File: src/rtl/exec_unit_pkg.sv
package exec_unit_pkg;

    // ------------------------------------------------------------
    // Operation codes presented on op_code
    // ------------------------------------------------------------
    localparam int OP_WIDTH = 5;
    typedef enum logic [4:0] {
        op_nop = 5'h00,
        op_store_program_memory = 5'h01,
        op_io_in = 5'h02,
        op_io_out = 5'h03,
        op_push = 5'h04,
        op_pop = 5'h05,
        op_logical_shift_left = 5'h06,
        op_logical_shift_right = 5'h07,
        op_rotate_left_through_carry = 5'h08,
        op_rotate_right_through_carry = 5'h09,
        op_arithmetic_shift_right = 5'h0A,
        op_swap_nibbles = 5'h0B,
        op_set_indexed_status_flag = 5'h0C,
        op_clear_indexed_status_flag = 5'h0D,
        op_set_io_bit = 5'h0E,
        op_clear_io_bit = 5'h0F,
        op_store_bit_to_transfer_flag = 5'h10,
        op_load_bit_from_transfer_flag = 5'h11,
        op_break = 5'h12,
        op_sleep = 5'h13,
        op_watchdog_restart_instr = 5'h14
    } op_type;

    // ------------------------------------------------------------
    // Status flag bit positions
    // ------------------------------------------------------------
    localparam int FLAG_C = 0;
    localparam int FLAG_Z = 1;
    localparam int FLAG_N = 2;
    localparam int FLAG_V = 3;
    localparam int FLAG_S = 4;
    localparam int FLAG_H = 5;
    localparam int FLAG_T = 6;
    localparam int FLAG_I = 7;

    localparam logic [7:0] FLAGS_RESET = 8'h00;
    localparam logic [15:0] Z_STEP = 16'h0002;
    localparam logic [15:0] SP_RESET = 16'hFFFF;

    // Cycle counts for internal memory; the SRAM penalty adds one.
    localparam int PUSH_CYCLES = 1;
    localparam int POP_CYCLES = 2;
    localparam int SRAM_EXTRA_CYCLES = 1;

endpackage

File: src/rtl/bit_flag_transfer_exec_unit.sv
// Function
// - Program store writes r1:r0 at extension:Z, then Z plus 2, flags kept.
// - I/O in copies addressed I/O location to destination in one cycle.
// - Push writes register to stack in one cycle, no flags changed.
// - Pop loads destination from stack in two cycles, no flags changed.
// - Rotate left through carry, updates Z C N V H.
// - Rotate right through carry, updates Z C N V, not H.
// - Set I/O bit forces selected bit to one, others kept.
// - Clear I/O bit forces selected bit to zero, others kept.
// - Bit store copies register bit into transfer flag only.
// - Bit load copies transfer flag into register bit, no flags.
// - Overflow flag can be set or cleared alone.
// - Half-carry flag can be set alone.
// - Half-carry flag can be cleared alone.
// - Signed test flag can be set or cleared alone.
// - Break takes one cycle, changes no flag.
// - Sleep issues in one cycle, flags kept, sleep request raised.
// - Watchdog restart issues in one cycle, flags kept, restarts watchdog.
// - Memory cycle counts hold for internal memory; external may wait longer.
// - One extra cycle is added for internal SRAM data accesses.
`timescale 1ns/1ps
`default_nettype none

module bit_flag_transfer_exec_unit (
    input wire logic clk, // Core clock.
    input wire logic reset_n, // Synchronous reset, active low.
    input wire logic op_valid, // Operation offered this cycle.
    input wire exec_unit_pkg::op_type op_code, // Operation to execute.
    input wire logic [7:0] operand_value, // Source or destination register value.
    input wire logic [2:0] bit_index, // Bit select or status flag index.
    input wire logic [5:0] io_address, // I/O location operand.
    input wire logic [7:0] reg_r0, // Register r0.
    input wire logic [7:0] reg_r1, // Register r1.
    input wire logic [15:0] z_pointer, // Z pointer value.
    input wire logic [7:0] program_address_extension, // Upper program address bits.
    input wire logic sram_access, // Stack lies in internal SRAM.
    input wire logic mem_wait, // External memory stretches the access.
    input wire logic [7:0] io_read_data, // Data from the addressed I/O location.
    input wire logic [7:0] stack_read_data, // Data read from the stack.
    output logic busy, // Operation in progress; new ones refused.
    output logic done, // One-cycle pulse when an operation retires.
    output logic result_write, // Pulse: result_value goes to the destination register.
    output logic [7:0] result_value, // Value for the destination register.
    output logic [7:0] status_flags_register, // Current status flags.
    output logic z_write, // Pulse: z_value replaces the Z pointer.
    output logic [15:0] z_value, // Updated Z pointer.
    output logic pm_write, // Pulse: program word write.
    output logic [23:0] pm_address, // Program word address.
    output logic [15:0] pm_data, // Program word data, r1:r0.
    output logic io_read, // Pulse: read the addressed I/O location.
    output logic io_write, // Pulse: write the addressed I/O location.
    output logic [5:0] io_write_address, // I/O location written.
    output logic [7:0] io_write_data, // I/O write data.
    output logic stack_write, // Pulse: write stack location.
    output logic stack_read, // Pulse: read stack location.
    output logic [15:0] stack_pointer, // Current stack pointer.
    output logic [7:0] stack_write_data, // Data pushed.
    output logic break_event, // Pulse on break.
    output logic sleep_request, // Pulse on sleep.
    output logic watchdog_restart // Pulse restarting the watchdog.
);
    import exec_unit_pkg::*;

    // ------------------------------------------------------------
    // Sequencer
    // ------------------------------------------------------------
    typedef enum logic [1:0] {
        st_idle = 2'b01,
        st_wait = 2'b10
    } state_type;

    state_type state_q, state_d;
    op_type op_q, op_d;
    logic [1:0] count_q, count_d;
    logic [5:0] addr_q, addr_d;
    logic [7:0] flags_q, flags_d;
    logic [15:0] sp_q, sp_d;
    logic busy_q, busy_d;
    logic done_q, done_d;
    logic rw_q, rw_d;
    logic [7:0] res_q, res_d;
    logic zw_q, zw_d;
    logic [15:0] zv_q, zv_d;
    logic pmw_q, pmw_d;
    logic [23:0] pma_q, pma_d;
    logic [15:0] pmd_q, pmd_d;
    logic ior_q, ior_d;
    logic iow_q, iow_d;
    logic [7:0] iod_q, iod_d;
    logic sw_q, sw_d;
    logic sr_q, sr_d;
    logic [7:0] swd_q, swd_d;
    logic brk_q, brk_d;
    logic slp_q, slp_d;
    logic wdr_q, wdr_d;
    logic [7:0] v, r;

    always_comb begin
        state_d = state_q;
        op_d = op_q;
        count_d = count_q;
        addr_d = addr_q;
        flags_d = flags_q;
        sp_d = sp_q;
        busy_d = busy_q;
        done_d = 1'b0;
        rw_d = 1'b0;
        res_d = res_q;
        zw_d = 1'b0;
        zv_d = zv_q;
        pmw_d = 1'b0;
        pma_d = pma_q;
        pmd_d = pmd_q;
        ior_d = 1'b0;
        iow_d = 1'b0;
        iod_d = iod_q;
        sw_d = 1'b0;
        sr_d = 1'b0;
        swd_d = swd_q;
        brk_d = 1'b0;
        slp_d = 1'b0;
        wdr_d = 1'b0;
        v = operand_value;
        r = operand_value;
        case (state_q)
            st_idle: begin
                if (op_valid) begin
                    op_d = op_code;
                    addr_d = io_address;
                    case (op_code)
                        op_store_program_memory: begin
                            pmw_d = 1'b1;
                            pma_d = {program_address_extension, z_pointer};
                            pmd_d = {reg_r1, reg_r0};
                            zw_d = 1'b1;
                            zv_d = z_pointer + Z_STEP;
                            done_d = 1'b1;
                        end
                        op_io_in: begin
                            rw_d = 1'b1;
                            res_d = io_read_data;
                            ior_d = 1'b1;
                            done_d = 1'b1;
                        end
                        op_io_out: begin
                            iow_d = 1'b1;
                            iod_d = operand_value;
                            done_d = 1'b1;
                        end
                        op_push: begin
                            sw_d = 1'b1;
                            swd_d = operand_value;
                            sp_d = sp_q - 16'h0001;
                            count_d = 2'(PUSH_CYCLES - 1 + (sram_access ? SRAM_EXTRA_CYCLES : 0));
                            if (count_d == 2'h0 && !mem_wait) begin
                                done_d = 1'b1;
                            end else begin
                                busy_d = 1'b1;
                                state_d = st_wait;
                            end
                        end
                        op_pop: begin
                            sr_d = 1'b1;
                            sp_d = sp_q + 16'h0001;
                            count_d = 2'(POP_CYCLES - 1 + (sram_access ? SRAM_EXTRA_CYCLES : 0));
                            busy_d = 1'b1;
                            state_d = st_wait;
                        end
                        op_set_io_bit, op_clear_io_bit: begin
                            // Read-modify-write of the addressed byte within the take cycle; other bits pass.
                            ior_d = 1'b1;
                            iow_d = 1'b1;
                            iod_d = io_read_data;
                            iod_d[bit_index] = (op_code == op_set_io_bit);
                            done_d = 1'b1;
                        end
                        default: begin
                            done_d = 1'b1;
                            case (op_code)
                                op_logical_shift_left: begin
                                    r = {v[6:0], 1'b0};
                                    flags_d[FLAG_C] = v[7];
                                    flags_d[FLAG_H] = v[3];
                                end
                                op_rotate_left_through_carry: begin
                                    r = {v[6:0], flags_q[FLAG_C]};
                                    flags_d[FLAG_C] = v[7];
                                    flags_d[FLAG_H] = v[3];
                                end
                                op_logical_shift_right: begin
                                    r = {1'b0, v[7:1]};
                                    flags_d[FLAG_C] = v[0];
                                end
                                op_rotate_right_through_carry: begin
                                    r = {flags_q[FLAG_C], v[7:1]};
                                    flags_d[FLAG_C] = v[0];
                                end
                                op_arithmetic_shift_right: begin
                                    r = {v[7], v[7:1]};
                                    flags_d[FLAG_C] = v[0];
                                end
                                op_swap_nibbles: r = {v[3:0], v[7:4]};
                                op_load_bit_from_transfer_flag: r[bit_index] = flags_q[FLAG_T];
                                default: r = v;
                            endcase
                            case (op_code)
                                op_logical_shift_left, op_rotate_left_through_carry, op_logical_shift_right,
                                op_rotate_right_through_carry, op_arithmetic_shift_right: begin
                                    flags_d[FLAG_Z] = (r == 8'h00);
                                    flags_d[FLAG_N] = r[7];
                                    flags_d[FLAG_V] = r[7] ^ flags_d[FLAG_C];
                                    flags_d[FLAG_S] = r[7] ^ flags_d[FLAG_V];
                                    rw_d = 1'b1;
                                    res_d = r;
                                end
                                op_swap_nibbles, op_load_bit_from_transfer_flag: begin
                                    rw_d = 1'b1;
                                    res_d = r;
                                end
                                op_set_indexed_status_flag: flags_d[bit_index] = 1'b1;
                                op_clear_indexed_status_flag: flags_d[bit_index] = 1'b0;
                                op_store_bit_to_transfer_flag: flags_d[FLAG_T] = v[bit_index];
                                op_break: brk_d = 1'b1;
                                op_sleep: slp_d = 1'b1;
                                op_watchdog_restart_instr: wdr_d = 1'b1;
                                default: done_d = 1'b1;
                            endcase
                        end
                    endcase
                end
            end
            st_wait: begin
                // External memory may hold the access beyond the internal figure.
                if (count_q > 2'h1) begin
                    count_d = count_q - 2'h1;
                end else if (!mem_wait) begin
                    if (op_q == op_pop) begin
                        rw_d = 1'b1;
                        res_d = stack_read_data;
                    end
                    busy_d = 1'b0;
                    done_d = 1'b1;
                    count_d = 2'h0;
                    state_d = st_idle;
                end
            end
            default: begin
                state_d = st_idle;
                busy_d = 1'b0;
            end
        endcase
    end

    always_ff @(posedge clk) begin
        if (!reset_n) begin
            state_q <= st_idle;
            op_q <= op_nop;
            count_q <= 2'h0;
            addr_q <= 6'h00;
            flags_q <= FLAGS_RESET;
            sp_q <= SP_RESET;
            busy_q <= 1'b0;
            done_q <= 1'b0;
            rw_q <= 1'b0;
            res_q <= 8'h00;
            zw_q <= 1'b0;
            zv_q <= 16'h0000;
            pmw_q <= 1'b0;
            pma_q <= 24'h000000;
            pmd_q <= 16'h0000;
            ior_q <= 1'b0;
            iow_q <= 1'b0;
            iod_q <= 8'h00;
            sw_q <= 1'b0;
            sr_q <= 1'b0;
            swd_q <= 8'h00;
            brk_q <= 1'b0;
            slp_q <= 1'b0;
            wdr_q <= 1'b0;
        end else begin
            state_q <= state_d;
            op_q <= op_d;
            count_q <= count_d;
            addr_q <= addr_d;
            flags_q <= flags_d;
            sp_q <= sp_d;
            busy_q <= busy_d;
            done_q <= done_d;
            rw_q <= rw_d;
            res_q <= res_d;
            zw_q <= zw_d;
            zv_q <= zv_d;
            pmw_q <= pmw_d;
            pma_q <= pma_d;
            pmd_q <= pmd_d;
            ior_q <= ior_d;
            iow_q <= iow_d;
            iod_q <= iod_d;
            sw_q <= sw_d;
            sr_q <= sr_d;
            swd_q <= swd_d;
            brk_q <= brk_d;
            slp_q <= slp_d;
            wdr_q <= wdr_d;
        end
    end

    assign busy = busy_q;
    assign done = done_q;
    assign result_write = rw_q;
    assign result_value = res_q;
    assign status_flags_register = flags_q;
    assign z_write = zw_q;
    assign z_value = zv_q;
    assign pm_write = pmw_q;
    assign pm_address = pma_q;
    assign pm_data = pmd_q;
    assign io_read = ior_q;
    assign io_write = iow_q;
    assign io_write_address = addr_q;
    assign io_write_data = iod_q;
    assign stack_write = sw_q;
    assign stack_read = sr_q;
    assign stack_pointer = sp_q;
    assign stack_write_data = swd_q;
    assign break_event = brk_q;
    assign sleep_request = slp_q;
    assign watchdog_restart = wdr_q;

endmodule

`default_nettype wire

File: config.mk
export PLATFORM = sky130hd
export DESIGN_NAME = bit_flag_transfer_exec_unit
export DESIGN_NICKNAME = d
export VERILOG_FILES = /design/src/rtl/exec_unit_pkg.sv /design/src/rtl/bit_flag_transfer_exec_unit.sv
export SDC_FILE = /design/constraint.sdc
export NUM_CORES = 1
export LEC_CHECK = 0
export BUFFER_PORTS_ARGS = -buffer_cell sky130_fd_sc_hd__buf_2
export CAP_MARGIN = 15
export CORE_UTILIZATION = 45
export DETAILED_ROUTE_END_ITERATION = 16
export PLACE_DENSITY = 0.69
export SLEW_MARGIN = 20
export SYNTH_ARGS = -nofsm -noshare
export SYNTH_HDL_FRONTEND = slang
export SYNTH_SLANG_ARGS = --single-unit
File: constraint.sdc
create_clock -name clk -period 6.6 [get_ports clk]
set_input_delay 0.66 -clock clk [delete_from_list [all_inputs] [get_ports clk]]
set_output_delay 0.66 -clock clk [all_outputs]
set_load 0.01 [all_outputs]
==> reports/qor.txt <==
status: complete, no violations
CP Capture Type: register
Die X: 126.5 µm
worst-path cell chain: buf_2 -> nand2b_1 -> or3_1 -> ha_1 -> nand2_1 -> o21ai_0 -> a32oi_1 -> and2_1 -> o311ai_1 -> mux2_1
R2R cell count: 7
syn avg cell area: 7.927 µm²
clk_lat worst skew: 0.42 ns
asr flop ratio synth: 0%
diode count: 0
Final Hold Viols: 0
placed instance area: 7973 µm²
XOR/XNOR Fraction of Synth Area: 2.511%
slowest stage cell, crit path: or3_1
I/O pins: 205
ANT nets after route: 0
Setup violations, final: 0
CTS clk-pin slew, worst paths: 0.06 ns
Max Clock Freq: 260.2 MHz
syn nets: 984
Hold WC Path Type: register to register
antenna violations before repair: 0
Slew headroom: 34.65%
Setup TNS Final: 0 ns
largest net degree at the start of global routing: 68
# fillers: 1,403
dpl hpwl: 13,670 µm
max-cap viol count: 0
Simple-Gate Fraction of Synth Area: 25.65%
Synth Area in Compound Gates: 22.19%
Worst Path Max Fanout: 31
Total Power: 1.914 mW
drt drc: 0
Clock Path Buffers: 2
GP Congestion: 0.9054
area of the core: 15,150 µm²
layout cells sized above 1: 25.28%
routed via count: 6,953
Setup Skew: 0.008452 ns
dpl ws: 2.361 ns
number of synthesized flops with an enable pin: 0
Pwr Density: 224.0 nW/µm²
DRT iter0 DRCs: 431
Tcrit/Tclk final: 58.24%
cts repair resizes: 0
Critical path origin: op_code[0]
vias in the first global route: 6,200
Pleak: 3.629 nW
first-pass GRT wire length: 31,210 µm
Port Buf Inserts: 204
post-synthesis sequential area ratio: 36.74%
Crit path required time: 6.90 ns
Period minus WS final: 3.844 ns
max incr delay on CP: 0.74 ns
worst vdd ir: 0.1799 mV
worst slew pin tran: 0.9728 ns
Slew Limit Fails: 0
#FFs+latches synth: 128
DR vias/cell: 5.571
mux cell area share after synthesis: 3.785%
initial cell density of the core: 46.06%
top_reg_cell synth: dfxtp_1
DRT Wirelength: 19,510 µm
Post-CTS Setup Repair Bufs: 0
Die Span Y: 126.5 µm
GR Overflow Total: 0
Final WS setup: 2.756 ns
Critical Path End: stack_pointer[15]$_SDFFE_PN1P_
die area: 16,000 µm²
Hold Buf Count CTS: 0
GRT Total Usage: 24.51%
DR pass1 iterations: 6
Startpoint Class: input pin
Synth Instances: 880
flop2flop setup slack: 3.83 ns
Num CTS Buffers: 17
CTS root buffer: clkbuf_16
CTS tree: done
layout net count: 1,151
Synthesis Warnings: 0
Setup CP Type: input pin to register
FP Rows: 45
DR WL/cell: 15.63 µm
reg2reg start: state_q[1]$_SDFFE_PN0P_
largest family of logic cells by synthesized area: simple AND/OR/NAND/NOR gates
Data arrival, critical path: 4.14 ns
area delta synth->final: 22.49%
FF-to-FF End: stack_pointer[15]$_SDFFE_PN1P_
CTS sink cnt: 128
CTS H-Tree Depth: 4
Post-Syn Area: 6975 µm²
design area: 8544 µm²
unrepaired setup endpoints after global routing: no
adder-cell share of the synthesized area: 3.874%
Netlist cell types: 84
sequential cells by signal, summed over array words and instances, names as in the netlist, named ones only:
signal and count:
break_event 1, count_q 2, done 1, io_read 1, io_write 1, io_write_address 6, io_write_data 8, op_q 5
pm_address 23, pm_data 16, pm_write 1, result_value 8, result_write 1, sleep_request 1, stack_pointer 16, stack_read 1
stack_write 1, stack_write_data 8, state_q 2, status_flags_register 7, watchdog_restart 1, z_value 16
Yosys cell counts, types with 3 or more instances:
cell type / n / area, µm²
nor2_1: 70 / 262.8
and2_1: 7 / 43.79
buf_2: 10 / 50.05
and4_1: 5 / 43.79
o21bai_1: 3 / 22.52
nand3b_1: 7 / 52.55
xor2_1: 10 / 87.58
a31oi_1: 4 / 25.02
nand2_1: 173 / 649.4
inv_1: 15 / 56.30
buf_4: 5 / 37.54
nand3_1: 20 / 100.1
o221a_2: 7 / 78.83
mux2i_1: 23 / 230.2
a21oi_1: 89 / 445.4
o311ai_0: 4 / 35.03
a211oi_1: 24 / 180.2
a221oi_1: 3 / 26.28
ha_1: 20 / 250.2
o211ai_1: 6 / 45.04
or3_1: 7 / 43.79
nor3b_1: 6 / 45.04
o21ai_0: 38 / 190.2
a22oi_1: 6 / 45.04
and3_1: 9 / 56.30
xnor2_1: 10 / 87.58
buf_1: 4 / 15.01
clkbuf_1: 35 / 131.4
a311oi_1: 3 / 26.28
nand4_1: 6 / 37.54
dfxtp_1: 128 / 2562
o21a_1: 7 / 52.55
buf_6: 6 / 67.56
nor4_1: 3 / 18.77
nor3_1: 24 / 120.1
nor2b_1: 6 / 37.54
a21o_1: 9 / 67.56
nand2b_1: 9 / 56.30
a221o_1: 4 / 40.04
cell usage in the layout, fill, tap and decap left out, types with 9 or more instances in the layout:
cell type,netlist,layout
nand2_1,173,173
o21ai_0,38,38
nand2b_1,9,9
mux2i_1,23,23
a21oi_1,89,89
dfxtp_1,128,128
inv_1,15,15
buf_2,10,204
xnor2_1,10,10
ha_1,20,20
nor2_1,70,70
and3_1,9,9
a211oi_1,24,24
clkbuf_16,0,17
a21o_1,9,9
xor2_1,10,10
nand3_1,20,20
nor3_1,24,24
kinds of logic after synthesis:
| logic type | Yosys count |
|---|---|
| fa+ha+maj | 21 |
| buf+inv | 77 |
| simple gates | 373 |
| compound gates | 235 |
| xor+xnor | 20 |
| mux | 26 |
| flops | 128 |
worst min path at each step:
| stage | startpoint | to | slack, ns | cells past startpoint |
|---|---|---|---|---|
| CTS | pm_data[6]$_SDFFE_PN0P_ | pm_data[6]$_SDFFE_PN0P_ | 0.45 | 2 |
| floorplan | op_q[4]$_SDFFE_PN0P_ | op_q[4]$_SDFFE_PN0P_ | 0.43 | 2 |
| global placement | pm_address[16]$_SDFFE_PN0P_ | pm_address[16]$_SDFFE_PN0P_ | 0.44 | 2 |
| global route | reg_r1[6] | pm_data[14]$_SDFFE_PN0P_ | 0.45 | 3 |
| finish | pm_data[5]$_SDFFE_PN0P_ | pm_data[5]$_SDFFE_PN0P_ | 0.45 | 2 |
| detailed placement | pm_data[6]$_SDFFE_PN0P_ | pm_data[6]$_SDFFE_PN0P_ | 0.44 | 2 |
stage by stage:
| stage | instances | util, % | hold slack, ns |
|---|---|---|---|
| global route | 1248 | 56.41 | 0.4472 |
| floorplan | 880 | - | 0.4311 |
| detailed placement | 1216 | 52.64 | 0.4440 |
| CTS | 1248 | 56.41 | 0.4521 |
| global placement | 1216 | 52.64 | 0.4388 |
| finish | 1248 | 56.41 | 0.4507 |
layer usage:
metal	track usage, %	up-vias	wire length, µm
li1	-	3474	-
met1	32.16	3199	8738
met2	38.35	256	8935
met3	7.507	24	1531
met4	7.938	0	302
met5	0	-	0
critical path, delay by kind of cell:
| kind | cells | cell delay (ns) |
|---|---|---|
| AO/OA/AOI/OAI | 3 | 0.83 |
| AND/OR/NAND/NOR | 4 | 1.28 |
| buffers and inverters | 1 | 0.49 |
| multiplexers | 1 | 0.36 |
| adder cells (fa/ha/maj) | 1 | 0.49 |
layout make-up:
class | instances | area [µm²] | share of cell area (%)
clock buffer | 19 | 442.9 | 5.184
clock inverter | 13 | 128.9 | 1.508
inverter | 16 | 61.31 | 0.7175
multi-input combinational | 675 | 4055 | 47.46
sequential | 128 | 2562 | 29.99
tap | 188 | 235.2 | 2.753
timing repair buffer | 209 | 1059 | 12.39
report_power, final:
| group | switching (mW) | internal (mW) | total, mW |
|---|---|---|---|
| Combinational | 0.130 | 0.0823 | 0.212 |
| Clock | 0.370 | 0.535 | 0.905 |
| Sequential | 0.00859 | 0.789 | 0.797 |
(Power assumes the default switching activity.)
